[src/spcr_params.svh]
`ifndef SPCR_PARAMS_SVH
`define SPCR_PARAMS_SVH

`define SPCR_ADDR_W 12
`define SPCR_OFF_CONFIG 12'h000
`define SPCR_OFF_PART_IDENTIFIER 12'h003
`define SPCR_OFF_BANK_SEL 12'h004
`define SPCR_OFF_TAG_LOW 12'h005
`define SPCR_OFF_TAG_HIGH 12'h006
`define SPCR_BIT_SOFT_RESET 5
`define SPCR_BIT_SOFT_RESET_MIRROR 2
`define SPCR_BIT_BANK_SEL 0
`define SPCR_RST_BANK_SEL 1'h0
`define SPCR_RST_TAG 16'h0000
`define SPCR_RST_BYTE 8'h00
// Arbitrary neutral identifier value
`define SPCR_PART_IDENTIFIER_VALUE 8'h5A

`endif

[src/spcr_pkg.sv]
package spcr_pkg;
  typedef logic [7:0] spcr_byte_t;
  typedef logic [11:0] spcr_addr_t;
  typedef logic [15:0] spcr_tag_t;
endpackage

[src/spcr_regs.sv]
// Behaviour
// - Soft reset with strap high reloads nonvolatile values
// - Soft reset with strap low restores defaults
// - Read-only part identifier at 0x003
// - Bit 0 of readback_bank_select selects readback bank
// - 0x005 holds tag low byte, reset zero
// - 0x006 holds tag high byte, reset zero
`timescale 1ns/10ps
`include "spcr_params.svh"

module spcr_regs (
  // Clock, reset, enable
  input wire logic clk_sys,
  input wire logic rst_b,
  input wire logic ce,
  // Register access port
  input wire spcr_pkg::spcr_addr_t reg_addr,
  input wire logic reg_wr,
  input wire spcr_pkg::spcr_byte_t reg_wdata,
  input wire logic reg_rd,
  output spcr_pkg::spcr_byte_t reg_rdata,
  output logic reg_rvalid,
  // Strap pin and device events
  input wire logic nv_select_pin,
  input wire logic io_update,
  // Nonvolatile image
  input wire spcr_pkg::spcr_tag_t nv_tag,
  input wire logic nv_bank_sel,
  // Status towards the device
  output logic soft_reset_pulse,
  output logic nv_load_req,
  output logic readback_active,
  output spcr_pkg::spcr_tag_t tag_active
);

  function automatic logic hit(input spcr_pkg::spcr_addr_t a, input spcr_pkg::spcr_addr_t off);
    hit = (a == off);
  endfunction

  logic strap_meta_q;
  logic strap_q;
  logic srst_q;
  logic srst_d;
  logic nv_load_q;
  logic nv_load_d;
  logic bank_q;
  logic bank_d;
  spcr_pkg::spcr_tag_t tag_buf_q;
  spcr_pkg::spcr_tag_t tag_buf_d;
  spcr_pkg::spcr_tag_t tag_act_q;
  spcr_pkg::spcr_tag_t tag_act_d;
  spcr_pkg::spcr_byte_t rdata_q;
  spcr_pkg::spcr_byte_t rdata_d;
  logic rvalid_q;

  // Write decode
  wire wr_cfg = reg_wr && hit(reg_addr, `SPCR_OFF_CONFIG);
  wire wr_bank = reg_wr && hit(reg_addr, `SPCR_OFF_BANK_SEL);
  wire wr_low = reg_wr && hit(reg_addr, `SPCR_OFF_TAG_LOW);
  wire wr_high = reg_wr && hit(reg_addr, `SPCR_OFF_TAG_HIGH);
  // Only bit 5 acts; mirror bit 2 is redundant by host convention
  wire srst_req = wr_cfg && reg_wdata[`SPCR_BIT_SOFT_RESET];

  // Reload source chosen by synchronised strap
  wire spcr_pkg::spcr_tag_t reload_tag = strap_q ? nv_tag : `SPCR_RST_TAG;
  wire reload_bank = strap_q ? nv_bank_sel : `SPCR_RST_BANK_SEL;

  // Self-clearing soft reset
  assign srst_d = srst_req && !srst_q;

  // Reload from storage only with strap high
  assign nv_load_d = srst_d && strap_q;

  // Bank select, reload wins over write
  always_comb
  begin
    bank_d = bank_q;
    if (wr_bank)
    begin
      bank_d = reg_wdata[`SPCR_BIT_BANK_SEL];
    end
    if (srst_q)
    begin
      bank_d = reload_bank;
    end
  end

  always_comb
  begin
    tag_buf_d = tag_buf_q;
    if (wr_low)
    begin
      tag_buf_d[7:0] = reg_wdata;
    end
    if (wr_high)
    begin
      tag_buf_d[15:8] = reg_wdata;
    end
    if (srst_q)
    begin
      tag_buf_d = reload_tag;
    end
  end

  // Active tag copy
  always_comb
  begin
    tag_act_d = tag_act_q;
    if (io_update)
    begin
      tag_act_d = tag_buf_q;
    end
    if (srst_q)
    begin
      tag_act_d = reload_tag;
    end
  end

  // Readback, unused bits zero
  wire spcr_pkg::spcr_tag_t tag_view = bank_q ? tag_act_q : tag_buf_q;
  wire spcr_pkg::spcr_byte_t cfg_view = {2'h0, srst_q, 1'h0, 1'h0, srst_q, 2'h0};

  // Readback mux
  always_comb
  begin
    rdata_d = `SPCR_RST_BYTE;
    if (hit(reg_addr, `SPCR_OFF_CONFIG))
    begin
      rdata_d = cfg_view;
    end
    else if (hit(reg_addr, `SPCR_OFF_PART_IDENTIFIER))
    begin
      rdata_d = `SPCR_PART_IDENTIFIER_VALUE;
    end
    else if (hit(reg_addr, `SPCR_OFF_BANK_SEL))
    begin
      rdata_d = {7'h00, bank_q};
    end
    else if (hit(reg_addr, `SPCR_OFF_TAG_LOW))
    begin
      rdata_d = tag_view[7:0];
    end
    else if (hit(reg_addr, `SPCR_OFF_TAG_HIGH))
    begin
      rdata_d = tag_view[15:8];
    end
  end

  // Strap synchroniser
  always_ff @(posedge clk_sys)
  begin
    if (!rst_b)
    begin
      strap_meta_q <= 1'h0;
      strap_q <= 1'h0;
    end
    else if (ce)
    begin
      strap_meta_q <= nv_select_pin;
      strap_q <= strap_meta_q;
    end
  end

  // Register state
  always_ff @(posedge clk_sys)
  begin
    if (!rst_b)
    begin
      srst_q <= 1'h0;
      nv_load_q <= 1'h0;
      bank_q <= `SPCR_RST_BANK_SEL;
      tag_buf_q <= `SPCR_RST_TAG;
      tag_act_q <= `SPCR_RST_TAG;
    end
    else if (ce)
    begin
      srst_q <= srst_d;
      nv_load_q <= nv_load_d;
      bank_q <= bank_d;
      tag_buf_q <= tag_buf_d;
      tag_act_q <= tag_act_d;
    end
  end

  // Read valid
  always_ff @(posedge clk_sys)
  begin
    if (!rst_b)
    begin
      rvalid_q <= 1'h0;
    end
    else if (ce)
    begin
      rvalid_q <= reg_rd;
    end
  end

  // Read data, held until next read
  always_ff @(posedge clk_sys)
  begin
    if (!rst_b)
    begin
      rdata_q <= `SPCR_RST_BYTE;
    end
    else if (ce && reg_rd)
    begin
      rdata_q <= rdata_d;
    end
  end

  // Status outputs
  assign reg_rdata = rdata_q;
  assign reg_rvalid = rvalid_q;
  assign soft_reset_pulse = srst_q;
  assign nv_load_req = nv_load_q;
  assign readback_active = bank_q;
  assign tag_active = tag_act_q;

endmodule

[config.mk]
export PLATFORM = sky130hd
export DESIGN_NAME = spcr_regs
export DESIGN_NICKNAME = d
export VERILOG_FILES = /design/src/spcr_pkg.sv /design/src/spcr_regs.sv
export VERILOG_INCLUDE_DIRS = /design/src /design/src/src
export SDC_FILE = /design/constraint.sdc
export NUM_CORES = 1
export LEC_CHECK = 0
export ABC_AREA = 1
export BUFFER_PORTS_ARGS = -buffer_cell sky130_fd_sc_hd__buf_2
export CAP_MARGIN = 30
export CORE_ASPECT_RATIO = 1.75
export CORE_UTILIZATION = 40
export CTS_CLUSTER_SIZE = 25
export DETAILED_ROUTE_END_ITERATION = 12
export GPL_ROUTABILITY_DRIVEN = 1
export HOLD_SLACK_MARGIN = 0.02
export PLACE_DENSITY_LB_ADDON = 0.15
export SYNTH_ARGS = -nofsm -noshare
export SYNTH_HDL_FRONTEND = slang
export SYNTH_SLANG_ARGS = --single-unit
[constraint.sdc]
create_clock -name clk_sys -period 1.29 [get_ports clk_sys]
set_input_delay 0.0645 -clock clk_sys [delete_from_list [all_inputs] [get_ports clk_sys]]
set_output_delay 0.0645 -clock clk_sys [all_outputs]
set_load 0.01 [all_outputs]
Word-level counts from Yosys, hierarchy flattened. Index checks and enable logic that the tools add are counted. Widths: inputs -> output; s select.

Latch bits: 0. Output and inout bits: 28. Memories: 0. Input bits: 44. Memory bits (read-only): 0. Bits in writable memories: 0. Flip-flop bits (word level): 46.

Bitwise operators: 0. Reduce and logical (&&, ||, !) cells: 18. Equal/unequal tests: 4. Shifts and indexed selects: 0. Muxes and demuxes: 15. Multipliers: 0. Order comparisons: 0. Div/mod/pow operators: 0. Add/subtract/negate cells: 0.

Operator list (count): $mux 16 (5); $mux 8 (7); $eq 12x3->1 const B (3); $eq 12x2->1 const B (1); $logic_not 12->1 (1); $logic_and 1x1->1 (8); $reduce_and 2->1 (4); $reduce_bool 2->1 (4); $mux 1 (3); $logic_not 1->1 (1).

Depth between registers and ports, before layout. Gate-level depths: netlist of run 1.

Depth in word-level cells: 6. Gate-level depth with buffers: 9. Mapped depth without buffers: 9.

Worst setup path before layout of run 1. No wires, ideal clock.

Path kind: register to register. Start point: reg bank_q (netlist: readback_active). End point: reg rdata_q[1] (netlist: reg_rdata[1]). Library setup time: 0.132 ns. Period minus slack after synthesis: 1.250 ns. Cell stages (with the launch flop): 10. Arrival: 1.118 ns. Path slack: 0.040 ns. Buffers on the path: 2. Path through: dfxtp_1 > buf_2 > inv_2 > buf_4 > nand2_1 > nand2_1 > nand3_1 > nand3_1 > nand2_1 > a21oi_1.

Word-level cells in the longest chain between the ends: 6.

Ends and longest elaborated chain: start, declared (line spcr_regs.sv:46) `logic bank_q;`; start signal, assigned (line spcr_regs.sv:171) `` bank_q <= `SPCR_RST_BANK_SEL; ``; start signal, assigned (line spcr_regs.sv:179) `bank_q <= bank_d;`; $mux 16 (*) (line spcr_regs.sv:120) `wire spcr_pkg::spcr_tag_t tag_view = bank_q ? tag_act_q : tag_buf_q;`; $mux 8 (line spcr_regs.sv:143) `` else if (hit(reg_addr, `SPCR_OFF_TAG_HIGH)) ``; $mux 8 (*) (line spcr_regs.sv:139) `` else if (hit(reg_addr, `SPCR_OFF_TAG_LOW)) ``; $mux 8 (*) (line spcr_regs.sv:135) `` else if (hit(reg_addr, `SPCR_OFF_BANK_SEL)) ``; $mux 8 (*) (line spcr_regs.sv:131) `` else if (hit(reg_addr, `SPCR_OFF_PART_IDENTIFIER)) ``; $mux 8 (*) (line spcr_regs.sv:127) `` if (hit(reg_addr, `SPCR_OFF_CONFIG)) ``; end signal, assigned (line spcr_regs.sv:203) `` rdata_q <= `SPCR_RST_BYTE; ``; end signal, assigned (line spcr_regs.sv:207) `rdata_q <= rdata_d;`; end, declared (line spcr_regs.sv:52) `spcr_pkg::spcr_byte_t rdata_q;`.

Every way passes the cells marked *; elsewhere a longest branch is shown, timed or not. A chain may end at the register's enable or synchronous reset.

Worst setup path in the final report of run 1.
Start point: reg bank_q (netlist: readback_active). End point: reg rdata_q[0] (netlist: reg_rdata[0]).

Word-level cells in the longest chain between the ends: 6.

Ends and longest elaborated chain (line): $mux 16 (spcr_regs.sv:120); $mux 8 (spcr_regs.sv:143); $mux 8 (spcr_regs.sv:139); $mux 8 (*) (spcr_regs.sv:135); $mux 8 (*) (spcr_regs.sv:131); $mux 8 (*) (spcr_regs.sv:127).

Marked as above.

==> impl_metrics.yaml, run 1 <==
cts:
  ctsRootBufferMaster: "clkbuf_8"
  clockBufferDepth: 2
  clk_pin_slew_ps: 90
  clock_latency_ps: 310
  cts.sinks: 46
  h-tree-depth: 2
  cts_tree: "done"
  numCtsBuffers: 5
routing:
  postRouteAntennaNets: 0
  first_pass_iters: 4
  drt-total-wl_um: 7200
  wl_per_cell_um: 13.7
  drtIter0Drc: 85
  route.vias.total: 2690
  post-route-drc-count: 0
  viasPerCell: 5.10
sta:
  rsz0062_at_grt: "no"
  setup_tns_ps: 0
  max-slew-margin-rel: 0.625
  min_period_over_period: 0.925
  skew_ps: 9.34
  tightest_slew_ps: 562
  fin_crit_ps: 1190
  hold_viol_final: 0
  maxSlewViolCount: 0
  fmax_mhz: 838
  setup_viol: 0
yosys:
  yosysMostFrequentCell: "nand2_1"
  synth-edff-count: 0
  synth_top_area_cell: "dfxtp_1"
  synth_seq_cells: 46
  netlist_instances: 363
  synth.area.top_cells: "dfxtp_1, nand2_1, o21ai_0"
  synth_fp_nets: 407
  seq_area_frac_synth: 0.379
  synthArstFlopShare: 0
  synth_top_area_share: 0.379
  ys_types: 30
  ys_top_cells_by_count: "nand2_1, dfxtp_1, o21ai_0"
  avgSynthCellArea_um2: 6.69
  ys_warn_count: 0
  synth_ff_type: "dfxtp_1"
  syn-cell-area_um2: 2430
critical_path:
  critPathBufInv: 1
  worst-setup-path-type: "register to register"
  startpoint_type: "register"
  path_cells: "buf_4, nand2_1, nand2_1, nand3_1, nand3_1, nand3_1, a21oi_1"
  required_ps: 1530
  end_kind: "register"
  slowest_stage: "dfxtp_2"
  cp_common_cell: "nand3_1"
  crit_fanout: 8
  cp.arrival_ps: 1440
  cpPeakStageDelay_ps: 380
  path_delay_family: "simple AND/OR/NAND/NOR gates"
power_and_ir_drop:
  power_density_nw_per_um2: 930
  p_leak_nw: 1.46
  peakVddDrop_mv: 0.885
placed_design:
  place_area_um2: 2970
  detailed_place_hpwl_um: 5610
  gp_congestion: 0.812
  portBuffers: 71
global_routing:
  grt_overflow_total: 0
  grt_pass1_wl_um: 11900
  grt_usage: 0.249
  grt_pass1_vias: 2563
  grt_max_degree: 26
  grt_antenna_before_repair: 0
flow_run:
  maxCapViolCount: 0
floorplanning:
  chipHeight_um: 105
  placementRows: 37
  ios: 72
  die_w_um: 60.9
  initial_utilization: 0.413
  design.core.area_um2: 5880
  dieArea_um2: 6400
layout:
  drive_gt1_frac: 0.283
  syn2layout_area_growth_pct: 28.3
  final_nets: 492
  fin_area_um2: 3120
  antenna_cells: 0
worst_hold_path:
  hp-class: "input pin to register"
run_status:
  status: "completed"
==> power by group <==
part | switching (mW) | internal [mW] | leakage (nW) | total, mW
clock | 0.531 | 0.579 | 0.0514 | 1.11
combinational | 0.172 | 0.132 | 1.03 | 0.304
sequential | 0.0277 | 1.46 | 0.375 | 1.49
total | 0.731 | 2.17 | 1.46 | 2.90
==> area by class of cell <==
class                      instances  area [um2]
clock buffer                       6        72.6
tap                               78        97.6
fill                             648        2760
sequential                        46         925
clock inverter                     2        37.5
inverter                          23        88.8
timing repair buffer              95         559
multi-input combinational        277        1340
==> final timing paths <==
kind	from	to	slack, ps	depth (start not counted)
max	readback_active$_SDFFE_PN0P_	reg_rdata[0]$_SDFFE_PN0P_	100	7
min	nv_tag[11]	tag_active[11]$_SDFFE_PN0P_	30	3
max reg2reg	readback_active$_SDFFE_PN0P_	reg_rdata[0]$_SDFFE_PN0P_	100	7
min reg2reg	reg_rvalid$_SDFFE_PN0P_	reg_rvalid$_SDFFE_PN0P_	460	2
==> flip-flops by register name, indices dropped and copies added (netlist names) <==
name,flops
strap_meta_q,1
readback_active,1
reg_rdata,8
nv_load_req,1
soft_reset_pulse,1
tag_active,16
strap_q,1
reg_rvalid,1
tag_buf_q,16
==> what timing repair did <==
action                                 4_1_cts  5_1_grt
endpoints found under the hold margin        3        0
setup endpoints to repair                    0       15
hold buffers                                 3        0
resized for setup                            0        6
setup buffers                                0        0
==> stage by stage <==
step | setup slack [ps] | hold WS (ps) | power (mW) | std cells | utilization
6_report | 96.4 | 27.6 | 2.90 | 527 | 0.530
5_1_grt | 3.40 | 30.1 | 3.01 | 527 | 0.530
4_1_cts | 49.5 | 21.1 | 2.91 | 527 | 0.528
3_5_place_dp | 42.8 | 298 | 1.81 | 516 | 0.505
3_3_place_gp | 70.3 | 292 | 1.81 | 516 | 0.505
2_1_floorplan | 40.1 | 199 | 1.66 | 363 | -
==> metal layers <==
layer	wire, um	part of all wire	track usage	vias up
met5	0	0	0	-
li1	-	-	-	1365
met4	140	0.019	0.106	0
met3	384	0.053	0.0384	8
met2	3900	0.54	0.444	93
met1	2770	0.38	0.278	1224
==> tightest hold or removal path: stages <==
cell     delay (ps)
buf_2           100
nand2_1          70
a31oi_1          70
==> cells by family (layout without fill, tap and decap cells) <==
| group | Yosys count | in the layout | synth area share |
|---|---|---|---|
| flip-flops | 46 | 46 | 0.379 |
| buffers and inverters | 40 | 126 | 0.0711 |
| AO/OA/AOI/OAI | 79 | 79 | 0.178 |
| multiplexers | 1 | 1 | 0.00412 |
| AND/OR/NAND/NOR | 197 | 197 | 0.368 |
==> placed cells by master, fill, tap and decap left out, drive strengths merged <==
master	netlist	final
a21oi	14	14
a31oi	19	19
and3	1	1
buf	12	92
bufinv	0	1
clkbuf	5	6
clkinv	2	2
clkinvlp	0	1
dfxtp	46	46
dlygate4sd3	0	3
inv	21	21
mux2i	1	1
nand2	123	123
nand3	31	31
nand4	2	2
nor2	37	37
nor3	3	3
o21a	1	1
o21ai	45	45
No activity file was read; power rests on OpenSTA's default activity.
==> inputs of run 2 (changes only) <==
Settings changed: GPL_TIMING_DRIVEN from default to 0, PLACE_DENSITY from default to 0.66, PLACE_DENSITY_LB_ADDON 0.15 to default.
==> run 2 against run 1 <==
Against the previous run: maximum frequency down 4.5%; final cell count down 0.57%; core utilization up 0.36 points; sequential share of layout area down 0.081 points; worst setup slack worse by 57 ps; wire length up 2.7%; critical endpoint unchanged; largest cell class unchanged; largest power group unchanged.
==> impl_metrics.yaml, run 2 (same netlist as run 1, synthesis figures left out) <==
routing:
  drtIter0Drc: 138
  first_pass_iters: 5
  route.vias.total: 2687
  viasPerCell: 5.13
  post-route-drc-count: 0
  met2_length_um: 3860
  highest_layer: "met4"
  wl_met3_um: 425
  drt-met1-wl_um: 2840
  wl_per_cell_um: 14.1
  drt-total-wl_um: 7390
  postRouteAntennaNets: 0
layout:
  final_cell_mix: "nand2_1, buf_2, dfxtp_1"
  syn2layout_area_growth_pct: 29.1
  drive_gt1_frac: 0.298
  stdcell_count: 524
  final_common_cell: "nand2_1"
  final_nets: 490
  antenna_cells: 0
cts:
  numCtsBuffers: 5
  cts_tree: "done"
  clock_latency_ps: 300
  clk_pin_slew_ps: 90
  cts.sinks: 46
  ctsRootBufferMaster: "clkbuf_8"
  clockBufferDepth: 2
  h-tree-depth: 2
sta:
  hold_viol_final: 0
  maxSlewViolCount: 0
  max-slew-margin-rel: 0.636
  setup_tns_ps: 0
  hold_ws_ps: 34.5
  worst_slack_ps: 39.5
  min_period_over_period: 0.969
  tightest_slew_ps: 546
  fmax_mhz: 800
  fin_crit_ps: 1250
  setup_viol: 0
  skew_ps: 4.10
  rsz0062_at_grt: "yes"
critical_path:
  cp.arrival_ps: 1480
  crit_fanout: 6
  slowest_stage: "dfxtp_4"
  worst-setup-path-type: "register to register"
  path_cells: "buf_8, inv_8, buf_6, nand2_1, nand2_1, nand3_1, nand3_2, nand3_2, a21oi_1"
  end_kind: "register"
  cpPeakStageDelay_ps: 350
  required_ps: 1520
  startpoint_type: "register"
power_and_ir_drop:
  p_leak_nw: 1.46
  power_density_nw_per_um2: 920
  peakVddDrop_mv: 0.703
  p_total_mw: 2.89
placed_design:
  gp_congestion: 0.898
  dp_slack_ps: -261
  detailed_place_hpwl_um: 5670
  portBuffers: 70
  placed_cells: 511
global_routing:
  grt_antenna_before_repair: 0
  grt_max_degree: 18
  grt_pass1_wl_um: 11500
  grt_usage: 0.243
  grt_pass1_vias: 2464
  grt_overflow_total: 0
floorplanning:
  chipHeight_um: 105
  initial_utilization: 0.413
  ios: 72
  die_w_um: 60.9
  placementRows: 37
  design.core.area_um2: 5880
  dieArea_um2: 6400
flow_run:
  maxCapViolCount: 0
worst_hold_path:
  hp-class: "input pin to register"
run_status:
  status: "completed"
run 2: cell types whose count changed in the layout (fill, tap and decap cells not counted), sizes merged:
cell,previous run,this run
dlygate4sd3,3,1
clkinvlp,1,0
clkbuf,6,13
buf,92,85
run 2: per-stage QoR:
step	area [um2]	util
CTS	3030	0.516
global route	3140	0.534
global placement	2880	0.489
detailed placement	2880	0.489
finish	3140	0.534
floorplan	2430	-
run 2: area by class of cell:
class	instances	area (um2)
buffer	16	120
sequential	46	928
inverter	23	98.8
timing repair buffer	77	403
clock buffer	6	82.6
tap	78	97.6
multi-input combinational	277	1380
clock inverter	1	30.0
fill	640	2740
run 2: repair_timing:
action,CTS,global route
hold endpoints to repair,1,0
pin swaps,0,5
gates resized for setup,12,26
gates cloned,1,1
endpoints found under the setup margin,38,33
hold buffers,1,0
setup buffers,0,4
run 2: worst max-delay path: cells and delay by family, from the launching register on:
kind	cells	cell delay, ps
compound gates	1	140
buf+inv	3	310
flops	1	350
simple gates	5	370
run 2: worst paths after layout:
kind / to / startpoint / slack, ps / cells after the start
setup reg to reg: reg_rdata[0]$_SDFFE_PN0P_ / readback_active$_SDFFE_PN0P_ / 40 / 9
hold reg to reg: reg_rdata[6]$_SDFFE_PN0P_ / reg_rdata[6]$_SDFFE_PN0P_ / 460 / 2
hold / removal: tag_active[10]$_SDFFE_PN0P_ / nv_tag[10] / 30 / 3
setup / recovery: reg_rdata[0]$_SDFFE_PN0P_ / readback_active$_SDFFE_PN0P_ / 40 / 9
run 2: per-layer routing:
layer,global-route usage,vias to the layer above
met4,0.112,0
li1,-,1365
met1,0.271,1198
met5,0,-
met3,0.0334,17
met2,0.429,107
run 2: power by group:
part / leakage, nW / switching (mW) / internal, mW / total [mW]
Sequential: 0.376 / 0.0282 / 1.45 / 1.48
Combinational: 1.03 / 0.176 / 0.121 / 0.297
Clock: 0.0573 / 0.489 / 0.620 / 1.11
==> inputs of run 3 (changes only) <==
Settings changed: CELL_PAD_IN_SITES_DETAIL_PLACEMENT from default to 0, CELL_PAD_IN_SITES_GLOBAL_PLACEMENT from default to 1, CORE_UTILIZATION 40 to 35, PLACE_DENSITY 0.66 to 0.81.
==> run 3 against run 2 <==
Against the previous run: sequential power about the same; non-clock buffer count increased by 3; final cell count increased by 1.5%; clock-buffer cell count increased by 1; critical endpoint is now reg_rdata[1]$_SDFFE_PN0P_; maximum frequency decreased by 1.5%; wire length increased by 9.1%; flip-flop and latch count unchanged; design area increased by 3.1%; register-to-register slack got worse by 20 ps; largest cell class unchanged; combinational power increased by 1%; worst hold slack improved by 14 ps; die area increased by 14%.
==> impl_metrics.yaml, run 3 (same netlist as run 1, synthesis figures left out) <==
sta:
  hold_ws_ps: 48.5
  tightest_slew_ps: 595
  fin_crit_ps: 1270
  max-slew-margin-rel: 0.604
  hold_viol_final: 0
  setup_tns_ps: 0
  rsz0062_at_grt: "yes"
  fmax_mhz: 788
  skew_ps: 4.03
  maxSlewViolCount: 0
  setup_viol: 0
  worst_slack_ps: 20.5
  min_period_over_period: 0.984
critical_path:
  worstReg2RegEnd: "reg_rdata[1]$_SDFFE_PN0P_"
  critPathBufInv: 3
  startpoint_type: "register"
  path_delay_family: "simple AND/OR/NAND/NOR gates"
  timing.rr.start: "readback_active$_SDFFE_PN0P_"
  required_ps: 1440
  slowest_stage: "dfxtp_2"
  critPathLaunch: "readback_active$_SDFFE_PN0P_"
  crit_fanout: 6
  reg2reg_slack_ps: 20
  cp.arrival_ps: 1420
  end_kind: "register"
  cpPeakStageDelay_ps: 370
  worst-setup-path-type: "register to register"
  path_cells: "buf_6, inv_8, buf_8, nand2_1, nand2_2, nand3_2, nand3_2, nand2_2, a21oi_2"
  r2r_cells: 9
global_routing:
  grt_max_degree: 14
  grt_usage: 0.229
  grt_antenna_before_repair: 0
  grt_overflow_total: 0
  grt_pass1_wl_um: 12500
  grt_pass1_vias: 2563
floorplanning:
  placementRows: 39
  die_w_um: 65.0
  initial_utilization: 0.366
  design.core.area_um2: 6640
  chipHeight_um: 112
  ios: 72
  dieArea_um2: 7290
worst_hold_path:
  min_from: "nv_tag[10]"
  hold_depth: 3
  min_to: "tag_active[10]$_SDFFE_PN0P_"
  hp-class: "input pin to register"
placed_design:
  placed_cells: 515
  gp_congestion: 0.829
  dp_slack_ps: -334
  portBuffers: 70
  detailed_place_hpwl_um: 5940
routing:
  first_pass_iters: 4
  wl_per_cell_um: 15.2
  post-route-drc-count: 0
  route.vias.total: 2682
  drtIter0Drc: 111
  drt-total-wl_um: 8060
  viasPerCell: 5.04
  postRouteAntennaNets: 0
power_and_ir_drop:
  peakVddDrop_mv: 0.923
  clockPowerShare: 0.425
  p_leak_nw: 1.51
  p_comb_frac: 0.097
  switching_power_mw: 0.757
  swShare: 0.244
  internal_power_mw: 2.35
  power_frac_seq: 0.479
  power_density_nw_per_um2: 960
run_status:
  status: "completed"
layout:
  final_nets: 493
  stdcell_count: 532
  drive_gt1_frac: 0.307
  antenna_cells: 0
  final_common_cell: "nand2_1"
  final_cell_mix: "nand2_1, buf_2, dfxtp_1"
  syn2layout_area_growth_pct: 33.1
  n_fill_cell: 730
cts:
  clockBufferDepth: 2
  cts_tree: "done"
  clock_latency_ps: 290
  h-tree-depth: 2
  cts.sinks: 46
  clk_pin_slew_ps: 60
  ctsRootBufferMaster: "clkbuf_16"
  numCtsBuffers: 5
flow_run:
  maxCapViolCount: 0
[run 3: repair_timing]
item / in CTS / in global routing
hold buffers: 1 / 0
endpoints found under the hold margin: 1 / 0
buffers inserted: 0 / 6
cloned: 0 / 2
pin swaps: 0 / 6
gates resized for setup: 17 / 25
setup endpoints to repair: 40 / 31
[run 3: area by class of cell]
| class | instances | area [um2] | area share |
|---|---|---|---|
| buffer | 17 | 139 | 0.0429 |
| clock buffer | 7 | 143 | 0.0441 |
| clock inverter | 1 | 5.00 | 0.00155 |
| inverter | 23 | 101 | 0.0313 |
| multi-input combinational | 277 | 1380 | 0.427 |
| sequential | 46 | 926 | 0.286 |
| tap | 82 | 103 | 0.0317 |
| timing repair buffer | 79 | 435 | 0.135 |
[run 3: worst max path at each step]
| stage | end | slack [ps] | cells past startpoint |
|---|---|---|---|
| 2_1_floorplan | reg_rdata[1]$_SDFFE_PN0P_ | 40 | 9 |
| 3_3_place_gp | tag_buf_q[10]$_SDFFE_PN0P_ | -310 | 7 |
| 3_5_place_dp | tag_buf_q[9]$_SDFFE_PN0P_ | -330 | 7 |
| 4_1_cts | tag_active[11]$_SDFFE_PN0P_ | 9 | 4 |
| 5_1_grt | reg_rdata[3]$_SDFFE_PN0P_ | -50 | 8 |
| 6_report | reg_rdata[1]$_SDFFE_PN0P_ | 20 | 9 |
[run 3: power groups by stage]
stage               sequential, mW  combinational, mW  clock [mW]
global route                  1.49              0.336        1.39
detailed placement            1.52              0.293           0
finish                        1.49              0.301        1.32
floorplan                     1.53              0.132           0
global placement              1.52              0.291           0
CTS                           1.49              0.299        1.34
[run 3: routing by layer]
metal | wire length, um | part of all wire | vias to the layer above | global-route usage
met3 | 430 | 0.053 | 15 | 0.0407
met5 | 0 | 0 | - | 0
li1 | - | - | 1370 | -
met4 | 233 | 0.029 | 0 | 0.111
met1 | 3140 | 0.39 | 1215 | 0.242
met2 | 4260 | 0.53 | 82 | 0.420
[run 3: stage by stage]
stage	utilization	instance area, um2	total power [mW]
2_1_floorplan	-	2430	1.66
3_3_place_gp	0.434	2880	1.81
3_5_place_dp	0.434	2880	1.81
4_1_cts	0.465	3090	3.13
5_1_grt	0.487	3230	3.22
6_report	0.487	3230	3.11
[run 3: tightest hold or removal path, cell delays in order]
cell	delay [ps]
buf_2	100
nand2_1	70
a31oi_1	60
